## src/inc/plk_pkg.sv

```systemverilog
// Register map, field layout, reset values and carrier types of the PLL lock block
package plk_pkg;
    // ----------------------------------------------------------------
    // Register byte addresses on the serial-port CSR path
    // ----------------------------------------------------------------
    localparam logic [7:0] ADDR_LPF = 8'h00;
    localparam logic [7:0] ADDR_P3 = 8'h01;
    localparam logic [7:0] ADDR_LCK_LO = 8'h02;
    localparam logic [7:0] ADDR_LCK_HI = 8'h03;
    localparam logic [7:0] ADDR_SDM = 8'h04;
    localparam logic [7:0] ADDR_STS = 8'h05;
    localparam logic [7:0] ADDR_EVT = 8'h06;

    // ----------------------------------------------------------------
    // Reset values and writable-bit masks
    // ----------------------------------------------------------------
    localparam logic [7:0] RST_LPF = 8'h76;
    localparam logic [7:0] RST_P3 = 8'h37;
    localparam logic [7:0] RST_LCK_LO = 8'h80;
    localparam logic [7:0] RST_LCK_HI = 8'h01;
    localparam logic [7:0] RST_SDM = 8'h03;
    localparam logic [7:0] MSK_LPF = 8'hFF;
    localparam logic [7:0] MSK_P3 = 8'hF7;
    localparam logic [7:0] MSK_LCK_LO = 8'hFF;
    localparam logic [7:0] MSK_LCK_HI = 8'h03;
    localparam logic [7:0] MSK_SDM = 8'h03;
    localparam logic [7:0] ZERO_BYTE = 8'h00;

    // ----------------------------------------------------------------
    // Field positions (filter and third-pole bypass bits, lock config low byte, high byte, status bits)
    // ----------------------------------------------------------------
    localparam int BIT_VCO_FBYP = 7;
    localparam int BIT_P3_BYP = 7;
    localparam int BIT_TIMER_HI = 7;
    localparam int BIT_TIMER_LO = 6;
    localparam int BIT_STICKY = 5;
    localparam int BIT_CAL_DET = 4;
    localparam int BIT_DET_DIS = 3;
    localparam int BIT_FINE_EN = 0;
    localparam int BIT_RAW_PIN = 1;
    localparam int BIT_LOCK_STS = 0;
    localparam int BIT_LOL = 0;

    // ----------------------------------------------------------------
    // Debounce timer codes and counter width
    // ----------------------------------------------------------------
    localparam logic [1:0] TMR_NONE = 2'h0;
    localparam logic [1:0] TMR_SHORT = 2'h1;
    localparam logic [1:0] TMR_MID = 2'h2;
    localparam int DEB_W = 16;

    // ----------------------------------------------------------------
    // Analog trim carrier
    // ----------------------------------------------------------------
    typedef struct packed {
        logic vco_filter_bypass;
        logic [2:0] pole_cap_select;
        logic [3:0] zero_resistor_select;
        logic third_pole_bypass;
        logic [2:0] third_pole_res_select;
        logic [2:0] third_pole_cap_select;
        logic [2:0] lock_filter_res_select;
        logic fine_detect_enable;
        logic [1:0] feedback_modulator_order;
    } plk_trim_t;
endpackage

```

## src/rtl/plk_lock_cfg.sv

```systemverilog
// PLL loop-filter configuration registers and digital lock qualification
`timescale 1ns/100ps

// Summary of operation
// - Debounce code 0 none, 1..3 are 570/5700/57000 cycles, reset code 2.
// - Sticky select holds lock once asserted; otherwise lock follows in real time.
// - Calibration-detect 0 gates detector until calibration done; 1 runs always.
// - Detector-disable forces lock asserted; otherwise normal detection applies.
// - Raw-to-pin bit drives the unqualified selected lock onto the status pin.
// - Fine-detect enable (reset 1) selects the threshold-based lock comparator.
// - Loop filter register: filter bypass, pole cap 6:4 reset 7, resistor 3:0 reset 6.
// - Third-pole register: resistor 6:4 reset 3, capacitor 2:0 reset 7, to trims.
// - Lock filter resistor select bits 2:0, reset 0, drives comparator trim.
// - Read-only status bit reads 1 while locked, 0 while unlocked.
// - Loss-of-lock flag sets on locked-to-unlocked; cleared by writing 1.
// - Two-bit modulator order: 0 integer, 1..3 first to third order.
module plk_lock_cfg #(
    parameter int DEB_CYC1 = 570,
    parameter int DEB_CYC2 = 5700,
    parameter int DEB_CYC3 = 57000
) (
    input wire logic clk,
    input wire logic resetn,
    input wire logic csr_wr,
    input wire logic csr_rd,
    input wire logic [7:0] csr_addr,
    input wire logic [7:0] csr_wdata,
    output logic [7:0] csr_rdata,
    input wire logic raw_lock_fine,
    input wire logic raw_lock_orig,
    input wire logic vco_cal_done,
    output plk_pkg::plk_trim_t trim,
    output logic lock_qualified,
    output logic lock_pin
);
    import plk_pkg::*;

    // ----------------------------------------------------------------
    // Helpers
    // ----------------------------------------------------------------
    // Masked byte write: reserved bits stay zero whatever is written
    function automatic logic [7:0] mwr(input logic [7:0] d, input logic [7:0] m);
        mwr = d & m;
    endfunction

    // Debounce length for a timer code
    function automatic logic [DEB_W-1:0] deb_limit(input logic [1:0] code);
        logic [DEB_W-1:0] r;
        r = DEB_W'(DEB_CYC3);
        if (code == TMR_NONE) begin
            r = '0;
        end else if (code == TMR_SHORT) begin
            r = DEB_W'(DEB_CYC1);
        end else if (code == TMR_MID) begin
            r = DEB_W'(DEB_CYC2);
        end
        deb_limit = r;
    endfunction

    // ----------------------------------------------------------------
    // Register storage
    // ----------------------------------------------------------------
    logic [7:0] lpf_ff, p3_ff, lck_lo_ff, lck_hi_ff, sdm_ff, rdata_ff;
    logic lol_ff, lock_ff, pin_ff;
    logic [2:0] s1_ff, s2_ff;
    logic [DEB_W-1:0] cnt_ff, nxt_cnt;

    // Address decode
    wire logic wr_lpf = csr_wr && (csr_addr == ADDR_LPF);
    wire logic wr_p3 = csr_wr && (csr_addr == ADDR_P3);
    wire logic wr_lo = csr_wr && (csr_addr == ADDR_LCK_LO);
    wire logic wr_hi = csr_wr && (csr_addr == ADDR_LCK_HI);
    wire logic wr_sdm = csr_wr && (csr_addr == ADDR_SDM);
    wire logic wr_evt = csr_wr && (csr_addr == ADDR_EVT);

    // Config fields
    wire logic sticky = lck_lo_ff[BIT_STICKY];
    wire logic cal_det = lck_lo_ff[BIT_CAL_DET];
    wire logic det_dis = lck_lo_ff[BIT_DET_DIS];
    wire logic fine_en = lck_hi_ff[BIT_FINE_EN];
    wire logic raw_pin = lck_hi_ff[BIT_RAW_PIN];
    wire logic [1:0] tmr_code = lck_lo_ff[BIT_TIMER_HI:BIT_TIMER_LO];

    // Synchronised analog inputs: fine, original, calibration done
    wire logic fine_s = s2_ff[0];
    wire logic orig_s = s2_ff[1];
    wire logic cal_done_s = s2_ff[2];

    // ----------------------------------------------------------------
    // Lock qualification datapath
    // ----------------------------------------------------------------
    wire logic sel_raw = fine_en ? fine_s : orig_s;
    wire logic det_on = cal_det || cal_done_s;
    wire logic raw_eff = det_on && sel_raw;
    wire logic [DEB_W-1:0] limit = deb_limit(tmr_code);
    wire logic deb_ok = raw_eff && (cnt_ff >= limit);
    // Sticky keeps an asserted lock; detector disable overrides all
    wire logic nxt_lock = det_dis || deb_ok || (sticky && lock_ff);
    wire logic lol_set = lock_ff && !nxt_lock;
    wire logic evt_clr = wr_evt && csr_wdata[BIT_LOL];
    // Set beats a clear landing in the same cycle
    wire logic nxt_lol = lol_set || (lol_ff && !evt_clr);
    wire logic nxt_pin = raw_pin ? sel_raw : nxt_lock;

    // Counter restarts on raw drop and saturates at the limit
    always_comb begin
        nxt_cnt = cnt_ff;
        if (!raw_eff) begin
            nxt_cnt = '0;
        end else if (cnt_ff < limit) begin
            nxt_cnt = cnt_ff + 1'b1;
        end
    end

    // Read mux; unmapped addresses read zero
    logic [7:0] rd_mux;
    always_comb begin
        rd_mux = ZERO_BYTE;
        unique case (csr_addr)
            ADDR_LPF: rd_mux = lpf_ff;
            ADDR_P3: rd_mux = p3_ff;
            ADDR_LCK_LO: rd_mux = lck_lo_ff;
            ADDR_LCK_HI: rd_mux = lck_hi_ff;
            ADDR_SDM: rd_mux = sdm_ff;
            ADDR_STS: rd_mux[BIT_LOCK_STS] = lock_ff;
            ADDR_EVT: rd_mux[BIT_LOL] = lol_ff;
            default: rd_mux = ZERO_BYTE;
        endcase
    end

    // ----------------------------------------------------------------
    // Configuration registers
    // ----------------------------------------------------------------
    // Reserved bits masked on every write so they always read zero
    always_ff @(posedge clk) begin
        if (!resetn) begin
            lpf_ff <= RST_LPF;
            p3_ff <= RST_P3;
            lck_lo_ff <= RST_LCK_LO;
            lck_hi_ff <= RST_LCK_HI;
            sdm_ff <= RST_SDM;
        end else begin
            if (wr_lpf) lpf_ff <= mwr(csr_wdata, MSK_LPF);
            if (wr_p3) p3_ff <= mwr(csr_wdata, MSK_P3);
            if (wr_lo) lck_lo_ff <= mwr(csr_wdata, MSK_LCK_LO);
            if (wr_hi) lck_hi_ff <= mwr(csr_wdata, MSK_LCK_HI);
            if (wr_sdm) sdm_ff <= mwr(csr_wdata, MSK_SDM);
        end
    end

    // ----------------------------------------------------------------
    // Synchroniser, debounce and lock state
    // ----------------------------------------------------------------
    // Comparator outputs are asynchronous to clk, two stages each
    always_ff @(posedge clk) begin
        if (!resetn) begin
            s1_ff <= '0;
            s2_ff <= '0;
            cnt_ff <= '0;
            lock_ff <= 1'b0;
            lol_ff <= 1'b0;
            pin_ff <= 1'b0;
            rdata_ff <= ZERO_BYTE;
        end else begin
            s1_ff <= {vco_cal_done, raw_lock_orig, raw_lock_fine};
            s2_ff <= s1_ff;
            cnt_ff <= nxt_cnt;
            lock_ff <= nxt_lock;
            lol_ff <= nxt_lol;
            pin_ff <= nxt_pin;
            if (csr_rd) rdata_ff <= rd_mux;
        end
    end

    // ----------------------------------------------------------------
    // Outputs
    // ----------------------------------------------------------------
    // Trims come straight from the register flops
    assign trim.vco_filter_bypass = lpf_ff[BIT_VCO_FBYP];
    assign trim.pole_cap_select = lpf_ff[6:4];
    assign trim.zero_resistor_select = lpf_ff[3:0];
    // Bypass is only safe with an integer divider; software owns that
    assign trim.third_pole_bypass = p3_ff[BIT_P3_BYP];
    assign trim.third_pole_res_select = p3_ff[6:4];
    assign trim.third_pole_cap_select = p3_ff[2:0];
    assign trim.lock_filter_res_select = lck_lo_ff[2:0];
    assign trim.fine_detect_enable = fine_en;
    assign trim.feedback_modulator_order = sdm_ff[1:0];
    assign lock_qualified = lock_ff;
    assign lock_pin = pin_ff;
    assign csr_rdata = rdata_ff;

    // ----------------------------------------------------------------
    // Assertions
    // ----------------------------------------------------------------
    // Disabled detector must report lock on the next edge
    a_bypass_forces: assert property (@(posedge clk) disable iff (!resetn)
        det_dis |=> lock_ff)
        else $error("lock not forced while detector disabled");

    // A rise without the disable needs a full qualified interval
    a_rise_needs_raw: assert property (@(posedge clk) disable iff (!resetn)
        $rose(lock_ff) && !$past(det_dis) |-> $past(raw_eff) && $past(cnt_ff) >= $past(limit))
        else $error("lock rose before debounce interval");

    // Real-time mode drops one edge after the gated raw lock
    a_realtime_drop: assert property (@(posedge clk) disable iff (!resetn)
        !sticky && !det_dis && !raw_eff |=> !lock_ff)
        else $error("real-time lock did not follow raw drop");

    // One-time lock holds while software leaves the bit alone
    a_sticky_hold: assert property (@(posedge clk) disable iff (!resetn)
        sticky && lock_ff && !wr_lo |=> lock_ff)
        else $error("sticky lock released");

    // Any raw drop clears the interval count
    a_cnt_restart: assert property (@(posedge clk) disable iff (!resetn)
        !raw_eff |=> cnt_ff == '0)
        else $error("debounce counter not restarted");

    // Calibration gate keeps the counter idle
    a_cal_gate: assert property (@(posedge clk) disable iff (!resetn)
        !cal_det && !cal_done_s |-> !raw_eff ##1 cnt_ff == '0)
        else $error("detector ran during calibration");

    // Every fall of lock raises the loss-of-lock event
    a_lol_on_fall: assert property (@(posedge clk) disable iff (!resetn)
        $fell(lock_ff) |-> lol_ff)
        else $error("loss-of-lock flag not set");

    // Event flag only leaves on a write of one
    a_lol_sticky: assert property (@(posedge clk) disable iff (!resetn)
        lol_ff && !evt_clr |=> lol_ff)
        else $error("loss-of-lock flag cleared without write");

    // Raw mode shows the synced comparator one edge later
    a_pin_raw: assert property (@(posedge clk) disable iff (!resetn)
        raw_pin |=> pin_ff == $past(sel_raw))
        else $error("status pin not showing raw lock");

    // Status read returns the lock level of the read cycle
    a_sts_read: assert property (@(posedge clk) disable iff (!resetn)
        csr_rd && csr_addr == ADDR_STS |=> csr_rdata == {7'h00, $past(lock_ff)})
        else $error("status read mismatch");

    // Shortest code: the rise follows exactly that count
    a_short_timer: assert property (@(posedge clk) disable iff (!resetn)
        $rose(lock_ff) && $past(tmr_code == TMR_SHORT && !det_dis)
        |-> $past(cnt_ff) == DEB_W'(DEB_CYC1))
        else $error("short debounce length wrong");

    // Middle code: the rise follows exactly that count
    a_mid_timer: assert property (@(posedge clk) disable iff (!resetn)
        $rose(lock_ff) && $past(tmr_code == TMR_MID && !det_dis)
        |-> $past(cnt_ff) == DEB_W'(DEB_CYC2))
        else $error("middle debounce length wrong");

    // Longest code: the rise follows exactly that count
    a_long_timer: assert property (@(posedge clk) disable iff (!resetn)
        $rose(lock_ff) && $past(!det_dis && tmr_code != TMR_NONE && tmr_code != TMR_SHORT
        && tmr_code != TMR_MID) |-> $past(cnt_ff) == DEB_W'(DEB_CYC3))
        else $error("long debounce length wrong");

    // Code zero qualifies on the first gated raw edge
    a_zero_timer: assert property (@(posedge clk) disable iff (!resetn)
        tmr_code == TMR_NONE && raw_eff |=> lock_ff)
        else $error("zero debounce code delayed lock");

    // Detector set wins over a clear in the same cycle
    a_lol_set_wins: assert property (@(posedge clk) disable iff (!resetn)
        lol_set |=> lol_ff)
        else $error("loss-of-lock set lost to a clear");

    // A write of one with no new loss clears the flag
    a_lol_clear: assert property (@(posedge clk) disable iff (!resetn)
        evt_clr && !lol_set |=> !lol_ff)
        else $error("loss-of-lock flag not cleared");

    // Event read returns the flag of the read cycle
    a_evt_read: assert property (@(posedge clk) disable iff (!resetn)
        csr_rd && csr_addr == ADDR_EVT |=> csr_rdata[BIT_LOL] == $past(lol_ff))
        else $error("event read mismatch");

    // Qualified mode: the pin mirrors the qualified lock
    a_pin_qual: assert property (@(posedge clk) disable iff (!resetn)
        !raw_pin |=> pin_ff == lock_ff)
        else $error("status pin not showing qualified lock");

    // Precision comparator feeds the pin when enabled
    a_fine_select: assert property (@(posedge clk) disable iff (!resetn)
        fine_en && raw_pin |=> pin_ff == $past(fine_s))
        else $error("precision comparator not selected");

    // Original comparator feeds it otherwise
    a_orig_select: assert property (@(posedge clk) disable iff (!resetn)
        !fine_en && raw_pin |=> pin_ff == $past(orig_s))
        else $error("original comparator not selected");

    // Reserved bits never hold a one
    a_rsvd_zero: assert property (@(posedge clk) disable iff (!resetn)
        (p3_ff & ~MSK_P3) == ZERO_BYTE && (lck_hi_ff & ~MSK_LCK_HI) == ZERO_BYTE
        && (sdm_ff & ~MSK_SDM) == ZERO_BYTE)
        else $error("reserved register bit set");

    // Read data stands until the next read
    a_rdata_hold: assert property (@(posedge clk) disable iff (!resetn)
        !csr_rd |=> $stable(csr_rdata))
        else $error("read data changed without a read");

    // Loop-filter write lands whole on the next edge
    a_lpf_write: assert property (@(posedge clk) disable iff (!resetn)
        wr_lpf |=> lpf_ff == $past(csr_wdata & MSK_LPF))
        else $error("loop filter write lost");
endmodule

```

## config.mk

```make
export PLATFORM = sky130hd
export DESIGN_NAME = plk_lock_cfg
export DESIGN_NICKNAME = d
export VERILOG_FILES = /design/src/inc/plk_pkg.sv /design/src/rtl/plk_lock_cfg.sv
export SDC_FILE = /design/constraint.sdc
export NUM_CORES = 1
export LEC_CHECK = 0
export ABC_AREA = 1
export BUFFER_PORTS_ARGS = -buffer_cell sky130_fd_sc_hd__buf_2
export CAP_MARGIN = 20
export CORE_MARGIN = 8
export CORE_UTILIZATION = 28
export CTS_CLUSTER_SIZE = 8
export DETAILED_ROUTE_END_ITERATION = 6
export HOLD_SLACK_MARGIN = 0.12
export REMOVE_ABC_BUFFERS = 1
export SYNTH_ARGS = -nofsm -noshare
export SYNTH_HDL_FRONTEND = slang
export SYNTH_SLANG_ARGS = --single-unit
```

## constraint.sdc

```tcl
create_clock -name clk -period 2.05 [get_ports clk]
set_clock_uncertainty 0.15 [all_clocks]
set_input_delay 0.1025 -clock clk [delete_from_list [all_inputs] [get_ports clk]]
set_output_delay 0.1025 -clock clk [all_outputs]
set_load 0.02 [all_outputs]
```

# Word-level counts from Yosys, hierarchy flattened
# Cells that the tools add are included.
[op_classes]
reduce_logical = 21
muxes = 7
magnitude_cmp = 2
n_eq_ne = 8
addsub = 1
[op_table]
columns = ["operator", "n"]
rows = [
  ["two-way mux 16 bit", 3],
  ["one-hot mux 7 bit (5 select lines)", 1],
  ["equality test 8 x 3 -> 1 bit, second input constant", 3],
  ["adder 16 x 1 -> 16 bit, second input constant", 1],
  ["equality test 8 x 2 -> 1 bit, second input constant", 2],
  [">= comparator 16 bit", 1],
  ["less-than comparator 16 bit", 1],
  ["logical AND 1 bit", 12],
  ["equality test 8 x 1 -> 1 bit, second input constant", 1],
  ["zero test 8 bit", 1],
  ["one-hot mux 1 bit (7 select lines)", 1],
  ["logical OR 1 bit", 4],
  ["equality test 2 x 1 -> 1 bit, second input constant", 1],
  ["equality test 2 bit, second input constant", 1],
  ["zero test 1 bit", 2],
  ["zero test 2 bit", 1],
  ["two-way mux 1 bit", 2],
  ["AND reduction 2 bit", 1],
]
[word_totals]
reg_bits = 60
elab_cells = 51
output_inout_bits = 31

# Logic depth before layout (Yosys ltp)
[logic_depth]
depth_word = 11
mapped_depth = 14

# Least setup slack after synthesis
# Ideal clock, no wire load.
[synth_path]
path_kind = "reg-to-reg"
start = "register lck_lo_ff[6]"
end = "register cnt_ff[12]"
stages_incl_launch_ff = 15
path_slack_ps = 162
arrival_time_ps = 1605
synth_period_minus_slack_ps = 1888
t_required_ps = 1768
cell_sequence = "dfxtp_1 -> inv_1 -> nor2_1 -> inv_1 -> ha_1 -> nand2_1 -> nor2_1 -> nand2_1 -> nand2_1 -> nand2_1 -> nand2_2 -> inv_2 -> buf_4 -> o21ai_0 -> a21oi_1"
[synth_via]
elab_chain_len = 5
word_cells_on_any_way = 7
cone_classes = "1 x order compare; 2 x eq/ne; 3 x mux; 1 x reduce/logical"
[synth_rtl]
columns = ["item", "line", "text"]
rows = [
  ["start, declared", "plk_lock_cfg.sv:63", "logic [7:0] lpf_ff, p3_ff, lck_lo_ff, lck_hi_ff, sdm_ff, rdata_ff;"],
  ["start signal, assigned", "plk_lock_cfg.sv:145", "if (wr_lo) lck_lo_ff <= mwr(csr_wdata, MSK_LCK_LO);"],
  ["equality test 2 bit", "plk_lock_cfg.sv:54", "end else if (code == TMR_MID) begin"],
  ["two-way mux 16 bit", "plk_lock_cfg.sv:54", ""],
  ["two-way mux 16 bit", "plk_lock_cfg.sv:52", "end else if (code == TMR_SHORT) begin"],
  ["two-way mux 16 bit (*)", "plk_lock_cfg.sv:50", "if (code == TMR_NONE) begin"],
  ["less-than comparator 16 bit (*)", "plk_lock_cfg.sv:110", "end else if (cnt_ff < limit) begin"],
  ["end signal, assigned", "plk_lock_cfg.sv:167", "cnt_ff <= nxt_cnt;"],
  ["end, declared", "plk_lock_cfg.sv:66", "logic [DEB_W-1:0] cnt_ff, nxt_cnt;"],
]
# Mark *: on every way between the ends. The rest lies on a longest branch, timed or not.
# A chain may end at the register's enable or synchronous reset.

# Worst setup path after layout
[layout_path]
start = "register lck_lo_ff[7]"
end = "register cnt_ff[2]"
# The elaborated chain is that of the path after synthesis.

==> metrics.cfg <==
[synth]
synthTopCellsByCount = nand2_1, dfxtp_1, inv_1, nor2_1, a21oi_1
synthAdderAreaFrac = 0.0568
async_reset_ff_frac = 0
netlist_instances = 447
synth_top_area_share = 0.390
yosys.area_share.simple = 0.307
ys_types = 29
synth-edff-count = 0
synth.yosys.warnings = 0
synth_top_family_by_area = simple AND/OR/NAND/NOR gates
synth_compound_area_frac = 0.134
synth_ff_type = dfxtp_1
yosysSeqAreaShare = 0.390
synth_most_common_cell = nand2_1
ys_ff_latch = 60
synthTopCellsByArea = dfxtp_1, nand2_1, inv_1
synthesis.area_um2 = 3080
muxShareOfSynthArea = 0
synth_xor_area_frac = 0.0171
synth.avg_cell_area_um2 = 6.89
yosysTopAreaCell = dfxtp_1

[setup_path]
worst_setup_path_end_kind = register
cp_cell_sequence = nand2_4, ha_4, nand4_1, buf_4, nor2_4, nand2_2, nand2_4, buf_6, o21ai_2, and3_1
worstReg2RegStart = lck_lo_ff[7]
regToRegEndpoint = cnt_ff[2]
reg2reg_slack_ns = 0.05
ff2ff_path_depth = 10
cp_slowest_cell = dfxtp_4
critPathKind = register to register
cpMostUsedCell = nand2_4
cp_max_fo = 7
cpPeakStageDelay_ns = 0.40
required_ns = 2.14
cp-start-kind = register
worstPathArrival_ns = 2.09

[layout]
nNetsFinal = 582
num_antenna_cells = 0
seqCellArea_um2 = 1210
fill_cells = 1091
syn_to_final_growth_pct = 37.6
multi_input_area_um2 = 1740
final_layout_size_suffix_gt1_frac = 0.238

[floorplan]
dieArea_um2 = 14600
die_y_um = 121
ios = 54
start_util = 0.286
row_count = 38
core_um2 = 10800
die_x_um = 121

[drt]
vias = 3124
first_pass_iters = 4
drt_iter0_drc = 220
via_per_inst = 4.53
ant_nets = 0
drcViolationCount = 0
drt-wirelength-per-cell_um = 13.3
wirelength_um = 9160

[sta]
hold_violations = 0
rsz0062_at_grt = true
fin_crit_sh = 0.974
min_period_ns = 2.00
maxSlewHeadroom = 0.703
tightest_slew_ns = 0.445
slew_violations = 0
max_freq_mhz = 501
holdWs_ns = 0.163
setup_viol = 0
tns_ns = 0

[placed_design]
gp_congestion = 0.859
detailed_place_hpwl_um = 6820
port-buffer-count = 53

[min_path]
hold_start = csr_addr[6]
whs_path_depth = 7
hold_end = lol_ff
hold_class = primary input to register

[clock_tree]
root_buffer = clkbuf_8
clock-sinks = 60
numCtsBuffers = 9
cts_htree_levels = 3
clockBufferDepth = 2
clk_pin_slew_ns = 0.08
clock_latency_ns = 0.34
cts_tree = yes

[global_route]
grt_max_degree = 33
grt_pass1_vias = 3007
track_usage = 0.127
grt_pass1_wl_um = 14900
grt_remaining_overflow = 0
antenna_found_initial = 0

[flow_run]
maxCapViolCount = 0

[power]
leakagePower_nw = 1.88
finalPower_mw = 2.40
powerDensity_nw_per_um2 = 566
ir_worst_vdd_uv = 361

[run_status]
status = complete, no violations

## where the power goes
group	internal [mW]	leakage, nW	total, mW	switching, mW
Clock	0.564	0.0918	1.09	0.528
Sequential	1.17	0.486	1.17	0.00323
Combinational	0.0595	1.30	0.132	0.0726
## kinds of logic (layout without fill, tap and decap cells)
| kind of cell | count (synthesis) | after routing |
|---|---|---|
| and+or+nand+nor | 220 | 220 |
| adders and majority gates | 14 | 14 |
| buffers and inverters | 73 | 176 |
| xor gates and xnor gates | 6 | 6 |
| DFF | 60 | 60 |
| AOI/OAI and AO/OA | 74 | 74 |
## placed cells by master (no fill, tap or decap), types with 2 or more instances in the layout
cell type / instances
nand2_2: 6
dlygate4sd3_1: 26
ha_1: 8
o211ai_1: 10
nor2_4: 6
clkbuf_8: 9
dfxtp_4: 2
inv_6: 2
inv_2: 9
xor2_1: 4
nor2_1: 35
clkinvlp_4: 3
a211oi_1: 3
dfxtp_1: 58
nand2_4: 2
nand2_1: 126
nor2_2: 2
ha_4: 6
nand3_2: 2
buf_4: 19
xnor2_1: 2
o21ai_1: 2
a21oi_1: 38
nor3_1: 4
o21ai_0: 17
nand3_1: 30
nand4_1: 2
nor3_4: 2
inv_1: 50
buf_2: 53
## repair_timing
| action | in CTS | in global routing |
|---|---|---|
| hold buffers | 26 | 0 |
| resized for setup | 7 | 35 |
| setup endpoints to repair | 15 | 21 |
| pin swaps | 0 | 10 |
| endpoints found under the hold margin | 42 | 0 |
| setup buffers | 0 | 3 |
## worst max-delay path, delay by kind of cell, from the launching register on
kind | cells | cell delay [ns]
adders and majority gates | 1 | 0.29
buffers and inverters | 2 | 0.30
AOI/OAI and AO/OA | 1 | 0.05
DFF | 1 | 0.40
and+or+nand+nor | 6 | 0.70
## final cells by class
cell class                 count  share of cell area
timing repair buffer          99               0.160
clock inverter                 7              0.0177
multi-input combinational    314               0.410
sequential                    60               0.285
tap                          140              0.0413
clock buffer                   9              0.0292
inverter                      61              0.0569
## how the worst max path moves through the flow
| stage | startpoint | to | slack [ns] | cells after the start |
|---|---|---|---|---|
| final | lck_lo_ff[7] | cnt_ff[2] | 0.05 | 10 |
| after global routing | lck_lo_ff[7] | cnt_ff[15] | -0.04 | 11 |
| after global placement | lck_lo_ff[7] | cnt_ff[2] | -0.01 | 9 |
| after CTS | lck_lo_ff[6] | cnt_ff[2] | 0.01 | 11 |
| after floorplan | lck_lo_ff[7] | cnt_ff[2] | 0.08 | 9 |
| after detailed placement | lck_lo_ff[7] | cnt_ff[2] | -0.11 | 11 |
## metal layers
metal	vias to the layer above	part of all wire	global-route usage
met2	52	0.48	0.201
met5	-	0	0
met1	1436	0.47	0.164
met4	0	0.011	0.0507
li1	1629	-	-
met3	7	0.041	0.0270
## state kept, by name, indices dropped and copies added (netlist names)
| signal | cells |
|---|---|
| s2_ff | 3 |
| s1_ff | 3 |
| lol_ff | 1 |
| lck_hi_ff | 2 |
| lock_qualified | 1 |
| lck_lo_ff | 8 |
| lpf_ff | 8 |
| lock_pin | 1 |
| cnt_ff | 16 |
| sdm_ff | 2 |
| p3_ff | 7 |
| csr_rdata | 8 |
## metrics by stage
step                      cells  setup slack, ns   util  cell area, um^2
after global placement      645          -0.0148  0.332             3580
after floorplan             435           0.0763      -             3020
final                       690           0.0533  0.393             4240
after detailed placement    645           -0.106  0.332             3580
after CTS                   687           0.0130  0.376             4060
after global routing        690          -0.0419  0.393             4240
No activity file was read; power rests on OpenSTA's default activity.
